File: config.mk
export PLATFORM = sky130hd
export DESIGN_NAME = rhpm_pin_mux
export DESIGN_NICKNAME = d
export VERILOG_FILES = /design/src/rtl/rhpm_pin_mux.v
export VERILOG_INCLUDE_DIRS = /design/src /design/src/rtl
export SDC_FILE = /design/constraint.sdc
export NUM_CORES = 1
export LEC_CHECK = 0
export ABC_AREA = 1
export BUFFER_PORTS_ARGS = -buffer_cell sky130_fd_sc_hd__buf_2
export CAP_MARGIN = 25
export CORE_MARGIN = 2
export CORE_UTILIZATION = 40
export CTS_CLUSTER_SIZE = 16
export DETAILED_ROUTE_END_ITERATION = 8
export MAX_ROUTING_LAYER = met4
export PLACE_DENSITY = 0.72
export SLEW_MARGIN = 20
export SYNTH_ARGS = -nofsm -noshare
export SYNTH_HDL_FRONTEND = slang
export SYNTH_SLANG_ARGS = --single-unit
File: constraint.sdc
create_clock -name sys_clk_in -period 1 [get_ports sys_clk_in]
set_clock_uncertainty 0.05 [all_clocks]
set_input_delay 0 -clock sys_clk_in [delete_from_list [all_inputs] [get_ports sys_clk_in]]
set_output_delay 0 -clock sys_clk_in [all_outputs]
set_load 0.01 [all_outputs]
File: src/rtl/rhpm_defs.vh
// Constants for the radio host pin mux: APB register map, fields, resets.
// Assumes inclusion by bare name from rtl/ design files.
`ifndef RHPM_DEFS_VH
`define RHPM_DEFS_VH

// ****************************************************************
// Register offsets (byte addresses)
// ****************************************************************
`define RHPM_ADDR_ROUTE 12'h000
`define RHPM_ADDR_AUDIO 12'h004
`define RHPM_ADDR_GPIO 12'h008
`define RHPM_ADDR_PWR 12'h00C
`define RHPM_ADDR_STATUS 12'h010

// ****************************************************************
// Field positions
// ****************************************************************
`define RHPM_ROUTE_PCM_BIT 0
`define RHPM_AUDIO_MASTER_BIT 0
`define RHPM_GPIO0_WAKE_BIT 0
`define RHPM_GPIO0_OE_BIT 1
`define RHPM_GPIO0_DO_BIT 2
`define RHPM_WAKE_OE_BIT 3
`define RHPM_WAKE_DO_BIT 4
`define RHPM_PWR_WL_PD_BIT 0
`define RHPM_PWR_RD_PD_BIT 1

// ****************************************************************
// Reset values
// ****************************************************************
`define RHPM_ROUTE_RST 32'h0000_0000
`define RHPM_AUDIO_RST 32'h0000_0000
`define RHPM_GPIO_RST 32'h0000_0000
`define RHPM_PWR_RST 32'h0000_0003

`endif

File: src/rtl/rhpm_pin_mux.v
// Radio host pin mux: routes host serial link, wake lines, audio pins and
// power-on inputs. Assumes an APB master on sys_clk_in and pin-level
// three-signal ports resolved by the bench.
`timescale 1ns/1ps
`include "rhpm_defs.vh"

// Function
// - After reset the wake pins are wake/GPIO and the four link pins serial.
// - PCM routing puts clock on RTS, out on CTS, sync on host-wake, in on dev-wake.
// - With PCM routed, sleep signaling goes in-band over the two data lines.
// - Clear-to-send is active low and transmission holds while it is high.
// - Request-to-send is driven low to let the host send.
// - Serial in receives and serial out transmits, one direction each.
// - WLAN power-on low holds WLAN in reset with regulators off.
// - Radio power-on low holds the radio section in reset, regulators off.
// - Audio clock and word select are outputs as master, inputs as slave.
// - GPIO zero becomes an output when used as the WLAN wake line.
// - Power-on pull-downs are on at reset and software can disable them.
module rhpm_pin_mux (
  input wire sys_clk_in,
  input wire nrst_in,
  input wire psel_in,
  input wire penable_in,
  input wire pwrite_in,
  input wire [11:0] paddr_in,
  input wire [31:0] pwdata_in,
  output wire pready_out,
  output reg [31:0] prdata_out,
  output wire pslverr_out,
  input wire host_link_clear_to_send_n_in,
  output reg host_link_request_to_send_n_in_unused_out,
  input wire host_link_serial_in_in,
  output reg host_link_serial_out_out,
  output reg host_link_rts_oe_n_out,
  output reg host_link_cts_out_out,
  output reg host_link_cts_oe_n_out,
  input wire device_wake_line_in,
  output reg device_wake_line_out,
  output reg device_wake_line_oe_n_out,
  input wire host_wake_line_in,
  output reg host_wake_line_out,
  output reg host_wake_line_oe_n_out,
  input wire core_link_tx_in,
  output reg core_link_tx_hold_out,
  output reg core_link_rx_out,
  input wire core_link_rx_ready_in,
  input wire core_host_wake_in,
  output reg core_dev_wake_out,
  output reg core_sleep_inband_out,
  input wire core_pcm_clk_in,
  input wire core_pcm_out_in,
  input wire core_pcm_sync_in,
  output reg core_pcm_in_out,
  input wire audio_bit_clock_in,
  output reg audio_bit_clock_out,
  output reg audio_bit_clock_oe_n_out,
  input wire audio_word_select_in,
  output reg audio_word_select_out,
  output reg audio_word_select_oe_n_out,
  input wire core_audio_clk_in,
  input wire core_audio_ws_in,
  output reg core_audio_clk_out,
  output reg core_audio_ws_out,
  input wire wlan_power_on_in,
  input wire radio_power_on_in,
  output reg wlan_pulldown_en_out,
  output reg radio_pulldown_en_out,
  output reg wlan_reset_n_out,
  output reg wlan_reg_en_out,
  output reg radio_reset_n_out,
  output reg radio_reg_en_out,
  input wire wlan_wake_out_in,
  input wire gpio0_pin_in,
  output reg gpio0_pin_out,
  output reg gpio0_oe_n_out,
  output reg gpio0_sample_out
);

  // ****************************************************************
  // Input synchronisers: three stages, change accepted when 2 and 3 agree
  // ****************************************************************
  localparam NSYNC = 8;
  // CTS is active low, so its stages idle high out of reset; a zero there
  // would let the core transmit before the host has granted anything.
  localparam [NSYNC-1:0] SYNC_RST = 8'h01;
  wire [NSYNC-1:0] raw_w;
  reg [NSYNC-1:0] s1_r;
  reg [NSYNC-1:0] s2_r;
  reg [NSYNC-1:0] s3_r;
  reg [NSYNC-1:0] clean_r;
  assign raw_w = {gpio0_pin_in, audio_word_select_in, audio_bit_clock_in,
                  radio_power_on_in, wlan_power_on_in, host_wake_line_in,
                  device_wake_line_in, host_link_clear_to_send_n_in};

  genvar gi;
  generate
    for (gi = 0; gi < NSYNC; gi = gi + 1) begin : g_sync
      always @(posedge sys_clk_in) begin
        if (!nrst_in) begin
          s1_r[gi] <= SYNC_RST[gi];
          s2_r[gi] <= SYNC_RST[gi];
          s3_r[gi] <= SYNC_RST[gi];
          clean_r[gi] <= SYNC_RST[gi];
        end else begin
          s1_r[gi] <= raw_w[gi];
          s2_r[gi] <= s1_r[gi];
          s3_r[gi] <= s2_r[gi];
          if (s2_r[gi] == s3_r[gi]) begin
            clean_r[gi] <= s3_r[gi];
          end
        end
      end
    end
  endgenerate

  wire cts_n_w = clean_r[0];
  wire dev_wake_w = clean_r[1];
  wire host_wake_w = clean_r[2];
  wire wl_on_w = clean_r[3];
  wire rd_on_w = clean_r[4];
  wire abclk_w = clean_r[5];
  wire aws_w = clean_r[6];
  wire gpio0_w = clean_r[7];

  // ****************************************************************
  // APB register file
  // ****************************************************************
  reg route_pcm_r;
  reg audio_master_r;
  reg [4:0] gpio_r;
  reg [1:0] pd_r;

  // Reset words are full bus width; only the implemented low bits are kept
  wire [31:0] route_rst_w = `RHPM_ROUTE_RST;
  wire [31:0] audio_rst_w = `RHPM_AUDIO_RST;
  wire [31:0] gpio_rst_w = `RHPM_GPIO_RST;
  wire [31:0] pwr_rst_w = `RHPM_PWR_RST;

  function addr_hit;
    input [11:0] a;
    input [11:0] b;
    begin
      addr_hit = (a == b);
    end
  endfunction

  wire wr_w = psel_in & penable_in & pwrite_in;
  wire mapped_w = addr_hit(paddr_in, `RHPM_ADDR_ROUTE) |
                  addr_hit(paddr_in, `RHPM_ADDR_AUDIO) |
                  addr_hit(paddr_in, `RHPM_ADDR_GPIO) |
                  addr_hit(paddr_in, `RHPM_ADDR_PWR) |
                  addr_hit(paddr_in, `RHPM_ADDR_STATUS);
  // Zero wait states: every access ends in its first access cycle
  assign pready_out = 1'b1;
  // Unmapped offsets answer with an error and leave every register alone
  assign pslverr_out = psel_in & penable_in & ~mapped_w;

  always @(posedge sys_clk_in) begin
    if (!nrst_in) begin
      route_pcm_r <= route_rst_w[0];
      audio_master_r <= audio_rst_w[0];
      gpio_r <= gpio_rst_w[4:0];
      pd_r <= pwr_rst_w[1:0];
    end else if (wr_w) begin
      if (addr_hit(paddr_in, `RHPM_ADDR_ROUTE)) begin
        route_pcm_r <= pwdata_in[`RHPM_ROUTE_PCM_BIT];
      end
      if (addr_hit(paddr_in, `RHPM_ADDR_AUDIO)) begin
        audio_master_r <= pwdata_in[`RHPM_AUDIO_MASTER_BIT];
      end
      if (addr_hit(paddr_in, `RHPM_ADDR_GPIO)) begin
        gpio_r <= pwdata_in[4:0];
      end
      if (addr_hit(paddr_in, `RHPM_ADDR_PWR)) begin
        pd_r <= pwdata_in[1:0];
      end
    end
  end

  always @* begin
    prdata_out = 32'h0000_0000;
    // Unimplemented bits and unmapped offsets read as zero
    case (paddr_in)
      `RHPM_ADDR_ROUTE: begin
        prdata_out[0] = route_pcm_r;
      end
      `RHPM_ADDR_AUDIO: begin
        prdata_out[0] = audio_master_r;
      end
      `RHPM_ADDR_GPIO: begin
        prdata_out[4:0] = gpio_r;
      end
      `RHPM_ADDR_PWR: begin
        prdata_out[1:0] = pd_r;
      end
      `RHPM_ADDR_STATUS: begin
        prdata_out[7:0] = clean_r;
      end
      default: begin
        prdata_out = 32'h0000_0000;
      end
    endcase
  end

  // ****************************************************************
  // Pin routing, registered so all enables move on one edge
  // ****************************************************************
  always @(posedge sys_clk_in) begin
    if (!nrst_in) begin
      host_link_request_to_send_n_in_unused_out <= 1'b1;
      host_link_rts_oe_n_out <= 1'b0;
      host_link_cts_out_out <= 1'b0;
      host_link_cts_oe_n_out <= 1'b1;
      host_link_serial_out_out <= 1'b1;
      core_link_tx_hold_out <= 1'b1;
      core_link_rx_out <= 1'b1;
      device_wake_line_out <= 1'b0;
      device_wake_line_oe_n_out <= 1'b1;
      host_wake_line_out <= 1'b0;
      host_wake_line_oe_n_out <= 1'b1;
      core_dev_wake_out <= 1'b0;
      core_sleep_inband_out <= 1'b0;
      core_pcm_in_out <= 1'b0;
    end else begin
      host_link_serial_out_out <= core_link_tx_in;
      core_link_rx_out <= host_link_serial_in_in;
      core_sleep_inband_out <= route_pcm_r;
      if (route_pcm_r) begin
        // PCM onto link and wake pins
        host_link_request_to_send_n_in_unused_out <= core_pcm_clk_in;
        host_link_rts_oe_n_out <= 1'b0;
        host_link_cts_out_out <= core_pcm_out_in;
        host_link_cts_oe_n_out <= 1'b0;
        host_wake_line_out <= core_pcm_sync_in;
        host_wake_line_oe_n_out <= 1'b0;
        device_wake_line_out <= 1'b0;
        device_wake_line_oe_n_out <= 1'b1;
        core_pcm_in_out <= dev_wake_w;
        core_dev_wake_out <= 1'b0;
        core_link_tx_hold_out <= 1'b0;
      end else begin
        host_link_request_to_send_n_in_unused_out <= ~core_link_rx_ready_in;
        host_link_rts_oe_n_out <= 1'b0;
        host_link_cts_out_out <= 1'b0;
        host_link_cts_oe_n_out <= 1'b1;
        core_link_tx_hold_out <= cts_n_w;
        host_wake_line_out <= gpio_r[`RHPM_WAKE_OE_BIT] ?
                              gpio_r[`RHPM_WAKE_DO_BIT] : core_host_wake_in;
        host_wake_line_oe_n_out <= 1'b0;
        device_wake_line_out <= 1'b0;
        device_wake_line_oe_n_out <= 1'b1;
        core_dev_wake_out <= dev_wake_w;
        core_pcm_in_out <= 1'b0;
      end
    end
  end

  // ****************************************************************
  // Audio direction
  // ****************************************************************
  always @(posedge sys_clk_in) begin
    if (!nrst_in) begin
      audio_bit_clock_out <= 1'b0;
      audio_bit_clock_oe_n_out <= 1'b1;
      audio_word_select_out <= 1'b0;
      audio_word_select_oe_n_out <= 1'b1;
      core_audio_clk_out <= 1'b0;
      core_audio_ws_out <= 1'b0;
    end else begin
      audio_bit_clock_out <= core_audio_clk_in;
      audio_word_select_out <= core_audio_ws_in;
      audio_bit_clock_oe_n_out <= ~audio_master_r;
      audio_word_select_oe_n_out <= ~audio_master_r;
      core_audio_clk_out <= audio_master_r ? core_audio_clk_in : abclk_w;
      core_audio_ws_out <= audio_master_r ? core_audio_ws_in : aws_w;
    end
  end

  // ****************************************************************
  // Power sections
  // ****************************************************************
  // Sections stay in reset until the filtered power-on level is high, so a
  // one-cycle glitch on a floating input never releases them
  always @(posedge sys_clk_in) begin
    if (!nrst_in) begin
      wlan_pulldown_en_out <= 1'b1;
      radio_pulldown_en_out <= 1'b1;
      wlan_reset_n_out <= 1'b0;
      wlan_reg_en_out <= 1'b0;
      radio_reset_n_out <= 1'b0;
      radio_reg_en_out <= 1'b0;
    end else begin
      wlan_pulldown_en_out <= pd_r[`RHPM_PWR_WL_PD_BIT];
      radio_pulldown_en_out <= pd_r[`RHPM_PWR_RD_PD_BIT];
      wlan_reset_n_out <= wl_on_w;
      wlan_reg_en_out <= wl_on_w;
      radio_reset_n_out <= rd_on_w;
      radio_reg_en_out <= rd_on_w;
    end
  end

  // ****************************************************************
  // GPIO zero
  // ****************************************************************
  always @(posedge sys_clk_in) begin
    if (!nrst_in) begin
      gpio0_pin_out <= 1'b0;
      gpio0_oe_n_out <= 1'b1;
      gpio0_sample_out <= 1'b0;
    end else begin
      if (gpio_r[`RHPM_GPIO0_WAKE_BIT]) begin
        gpio0_pin_out <= wlan_wake_out_in;
        gpio0_oe_n_out <= 1'b0;
      end else begin
        gpio0_pin_out <= gpio_r[`RHPM_GPIO0_DO_BIT];
        gpio0_oe_n_out <= ~gpio_r[`RHPM_GPIO0_OE_BIT];
      end
      gpio0_sample_out <= gpio0_w;
    end
  end

endmodule

* Word level (Yosys, flattened, before mapping) *
Cells that the tools add are included.

storage, ports and cells
  register bits after elaboration = 64
  bits of input ports = 67
  output and inout port bits = 63
  word-level logic and storage cells = 104

cells by class
  eq/ne operators = 12
  mux-type cells = 14
  bitwise operators = 12
  reduce and logical (&&, ||, !) cells = 7

operators by type and width
  operator                                               number
  equality test 12 x 4 -> 1 bit (second input constant)  2
  equality test 12 x 3 -> 1 bit (second input constant)  1
  equality test 12 x 5 -> 1 bit (second input constant)  1
  logical NOT 12 bit                                     1
  two-way mux 1 bit                                      10
  AND reduction 2 bit                                    5
  equality test 1 bit                                    8
  case mux 3 bit (2 select lines)                        1
  inverter 1 bit                                         5
  case mux 1 bit (5 select lines)                        1
  OR 1 bit                                               4
  bitwise AND 1 bit                                      3
  two-way mux 3 bit                                      1
  case mux 1 bit (3 select lines)                        1
  OR reduction 2 bit                                     1

* Depth between registers and ports, before layout *
  depth after elaboration = 7
  depth in mapped cells = 8
  mapped depth without buffers = 7

* Worst setup path before layout *
No wires, ideal clock.

  path kind = input-to-output
  from = input paddr_in[7]
  to = output prdata_out[2]
  data arrival time = 775 ps
  required time = 950 ps
  path slack = 175 ps
  stages = 6
  path buffers = 1
  path through = nor2_1 nand2_2 nor2_8 buf_6 nand2_1 o21ai_1

on the way
  longest elaborated chain between the ends = 2
  elaborated cells between the ends (all ways) = 3
  classes of those cells = 2 x eq/ne; 1 x mux

RTL lines
  item                                                                            RTL line            text
  start, declared                                                                 rhpm_pin_mux.v:25   input wire [11:0] paddr_in,
  equality test 12 x 5 -> 1 bit or equality test 12 x 4 -> 1 bit (tied branches)  rhpm_pin_mux.v:183  case (paddr_in)
  case mux 3 bit (2 select lines) (*)                                             rhpm_pin_mux.v:183
  end, declared                                                                   rhpm_pin_mux.v:28   output reg [31:0] prdata_out,

Every way passes the cells marked *; elsewhere a longest branch is shown, timed or not.

* Final worst setup path *
  from = register pd_r[0]
  to = output prdata_out[0]

on the way
  longest elaborated chain between the ends = 1

RTL lines
  item                             RTL line            text
  start, declared                  rhpm_pin_mux.v:131  reg [1:0] pd_r;
  start signal, assigned           rhpm_pin_mux.v:163  pd_r <= pwr_rst_w[1:0];
  start signal, assigned           rhpm_pin_mux.v:175  pd_r <= pwdata_in[1:0];
  case mux 1 bit (5 select lines)  rhpm_pin_mux.v:183

Every way passes these cells.

==> key figures <==
Detailed routing
  – Final wirelength: 5.95 mm
  – Vias: 2314
  – Residual DRC: 0
  – Antenna-violating nets left: 0
  – DR vias/cell: 4.33
  – Count of TritonRoute iterations in the first routing pass: 4
  – Iteration-0 DRC count of the detailed router: 69
  – Wire per inst: 11.1 um

Floorplan
  – Horizontal die dimension: 84.0 um
  – Initial core utilization: 0.408
  – Floorplan die area: 7050 sq um
  – Die height: 84.0 um
  – Area of the core: 6280 sq um
  – Placement row count: 29
  – IO Pins: 130

Clock network
  – Worst skew pair latency: 0.33 ns
  – Clock transition time at the flip-flop clock pins of the worst setup and hold paths: 0.07 ns
  – Num CTS Buffers: 9
  – Maximum clock insertion buffer count: 2
  – Clock tree root buffer cell: sky130_fd_sc_hd__clkbuf_8
  – CTS tree: yes
  – Clock sink count: 64
  – Depth of the CTS H-tree: 3

Power
  – Switching power summed over all nets: 1.18 mW
  – Internal Pwr Total: 4.01 mW
  – PD cells: 1390 nW/um^2
  – Fraction of power spent switching nets: 0.227
  – Reg power frac: 0.505
  – Gate power share: 0.084
  – Worst-case vdd ir drop: 1420 uV
  – Leakage dissipation: 2.03 nW
  – Clock group share of total power: 0.410
  – Final total power: 5.19 mW

Setup path
  – Crit. End Element: output port
  – Data arrival time of the critical path: 1.11 ns
  – Startpoint-to-endpoint class of the critical path: flip-flop to output port
  – Kind of start point of the critical path: flip-flop
  – Required time at the worst-slack endpoint: 0.95 ns
  – Largest fanout of any net on the critical path: 2

Job
  – Number of maximum-capacitance violations: 0

Logic synthesis
  – Area fraction in compound gates after synthesis: 0.0645
  – Combinational family with the most area after synthesis: simple AND/OR/NAND/NOR gates
  – Area leader, netlist: sky130_fd_sc_hd__dfxtp_1
  – Warnings, synthesis: 0
  – Mux share of post-synthesis cell area: 0
  – Portion of the post-synthesis area used by sequential elements: 0.501
  – Share of synthesized cell area in and, or, nand and nor gates: 0.247
  – Mean Syn Cell Area: 8.00 sq um
  – Synth top area cells: sky130_fd_sc_hd__dfxtp_1 50%, sky130_fd_sc_hd__buf_4 9.1%, sky130_fd_sc_hd__nand2_1 8.8%, sky130_fd_sc_hd__inv_1 7.2%, sky130_fd_sc_hd__nor2_1 4.3%
  – Number of distinct library cells after synthesis: 28
  – Yosys top cell area share: 0.501
  – Arithmetic-cell share of the synthesized area counting full adders, half adders and majority gates: 0
  – Number of instances in the synthesized netlist: 320
  – Fraction of synthesized cell area in xor and xnor cells: 0
  – Post-Synthesis Cell Area: 2560 sq um
  – Total of flip-flops plus latches after synthesis: 64

Run status
  – Violations in the final reports: setup timing
  – Result of the run: finished, violations left

Placed design
  – Final HPWL from detailed placement: 3.69 mm
  – Count of input and output buffers: 74
  – Final RePlAce weighted congestion: 0.867
  – Total cell area at the placement stage: 2920 sq um
  – Setup slack at placement: -0.125 ns

Timing
  – Final hold vios: 0
  – Final Slew Violations: 0
  – Maximum clock rate: 865 MHz
  – Total negative slack for setup checks: -0.412 ns
  – Min Tclk post-route: 1.16 ns
  – Final period utilization: 1.16
  – Final setup violation count: 6
  – Final Worst Setup Slack: -0.157 ns
  – Post-Route Hold Slack: 0.00730 ns
  – Setup repair after global routing missed its margin: true

Layout
  – Signed area change from the synthesized netlist to the final layout: 46.0%
  – Nets: 520
  – Top library cells by usage in the layout, fill and taps aside: 72 x sky130_fd_sc_hd__buf_2, 55 x sky130_fd_sc_hd__nand2_1, 48 x sky130_fd_sc_hd__dfxtp_1
  – Share of cells above drive strength 1: 0.416
  – Antenna fix cells: 0
  – Most common library cell in the layout ignoring fill and taps: sky130_fd_sc_hd__buf_2
  – Layout Cell Area excl Fill: 3730 sq um
  – Fill cell count: 542

Global routing
  – Remaining global-route overflow: 0
  – Global-route wire length before repair: 9.36 mm
  – Initial antenna violation count: 0
  – Number of global-route vias before repair: 2113
  – Maximum number of pins on one net before global-route repair: 22
  – Total routing usage reported by global routing: 0.173

Worst hold path
  – Worst min-delay path category: primary input to flip-flop
## sequential cells by signal, indices dropped and copies added, names as in the netlist, 2 cells and up
register and cells:
gpio_r 5, pd_r 2, s3_r 8, s2_r 8, s1_r 8
## cells in the mapped netlist, drive strengths merged
| cell | instances |
|---|---|
| a21oi | 13 |
| clkinv | 1 |
| dfxtp | 64 |
| o21bai | 3 |
| nand3 | 19 |
| inv | 52 |
| nand2 | 62 |
| o21ai | 14 |
| nor3 | 2 |
| or2 | 7 |
| buf | 38 |
| conb | 2 |
| nand4 | 3 |
| nor2 | 39 |
| o211ai | 1 |
## worst paths after layout
| kind | from | endpoint | slack, ns | cells past startpoint |
|---|---|---|---|---|
| hold reg to reg | s1_r[6] | s2_r[6] | 0.36 | 2 |
| setup / recovery | pd_r[0] | prdata_out[0] | -0.16 | 5 |
| setup reg to reg | dev_wake_w | dev_wake_w | 0.07 | 4 |
| hold / removal | nrst_in | audio_word_select_oe_n_out | 0.007 | 3 |
## metrics by stage
stage,instances,utilization
final,534,0.595
after global routing,534,0.595
after floorplan,346,-
after global placement,467,0.466
after CTS,528,0.573
after detailed placement,467,0.466
## metal layers
| metal | wire length [um] | GRT usage | vias to the layer above |
|---|---|---|---|
| met5 | 0 | - | - |
| met4 | 91 | 0.0601 | 0 |
| met3 | 410 | 0.0554 | 11 |
| met2 | 3090 | 0.298 | 85 |
| met1 | 2360 | 0.189 | 1042 |
| li1 | - | - | 1176 |
## area by class of cell
type	instances	area, sq um	share of cell area
clock buffer	12	145	0.0389
multi-input combinational	191	1030	0.276
inverter	53	199	0.0533
timing repair buffer	134	921	0.247
clock inverter	3	42.5	0.0114
tap	77	96.3	0.0258
sequential	64	1300	0.348
## what timing repair did
item / in CTS / in global routing
pin swaps: 18 / 16
buffers inserted: 21 / 7
gates resized for setup: 38 / 22
endpoints found under the setup margin: 9 / 12
endpoints found under the hold margin: 26 / 0
hold buffers: 25 / 0
## power by group through the flow
stage / clock [mW] / combinational (mW) / sequential (mW)
6_report: 2.13 / 0.437 / 2.62
5_1_grt: 2.32 / 0.484 / 2.63
3_3_place_gp: 0 / 0.321 / 2.68
3_5_place_dp: 0 / 0.326 / 2.68
2_1_floorplan: 0 / 0.259 / 2.68
4_1_cts: 2.16 / 0.415 / 2.62
## cell families (layout without fill, tap and decap cells)
group                  Yosys count  in the layout
buffers and inverters           91            202
other                            2             28
AO/OA/AOI/OAI                   31             31
flip-flops                      64             64
AND/OR/NAND/NOR                132            132
## worst max-delay path, cell delays in order (launching register included)
cell	delay [ns]
sky130_fd_sc_hd__dfxtp_2	0.33
sky130_fd_sc_hd__nand3_2	0.05
sky130_fd_sc_hd__nand2_1	0.06
sky130_fd_sc_hd__nor2_1	0.12
sky130_fd_sc_hd__nand2_1	0.07
sky130_fd_sc_hd__buf_2	0.14
Note: power is estimated with default switching activity, not from simulation.
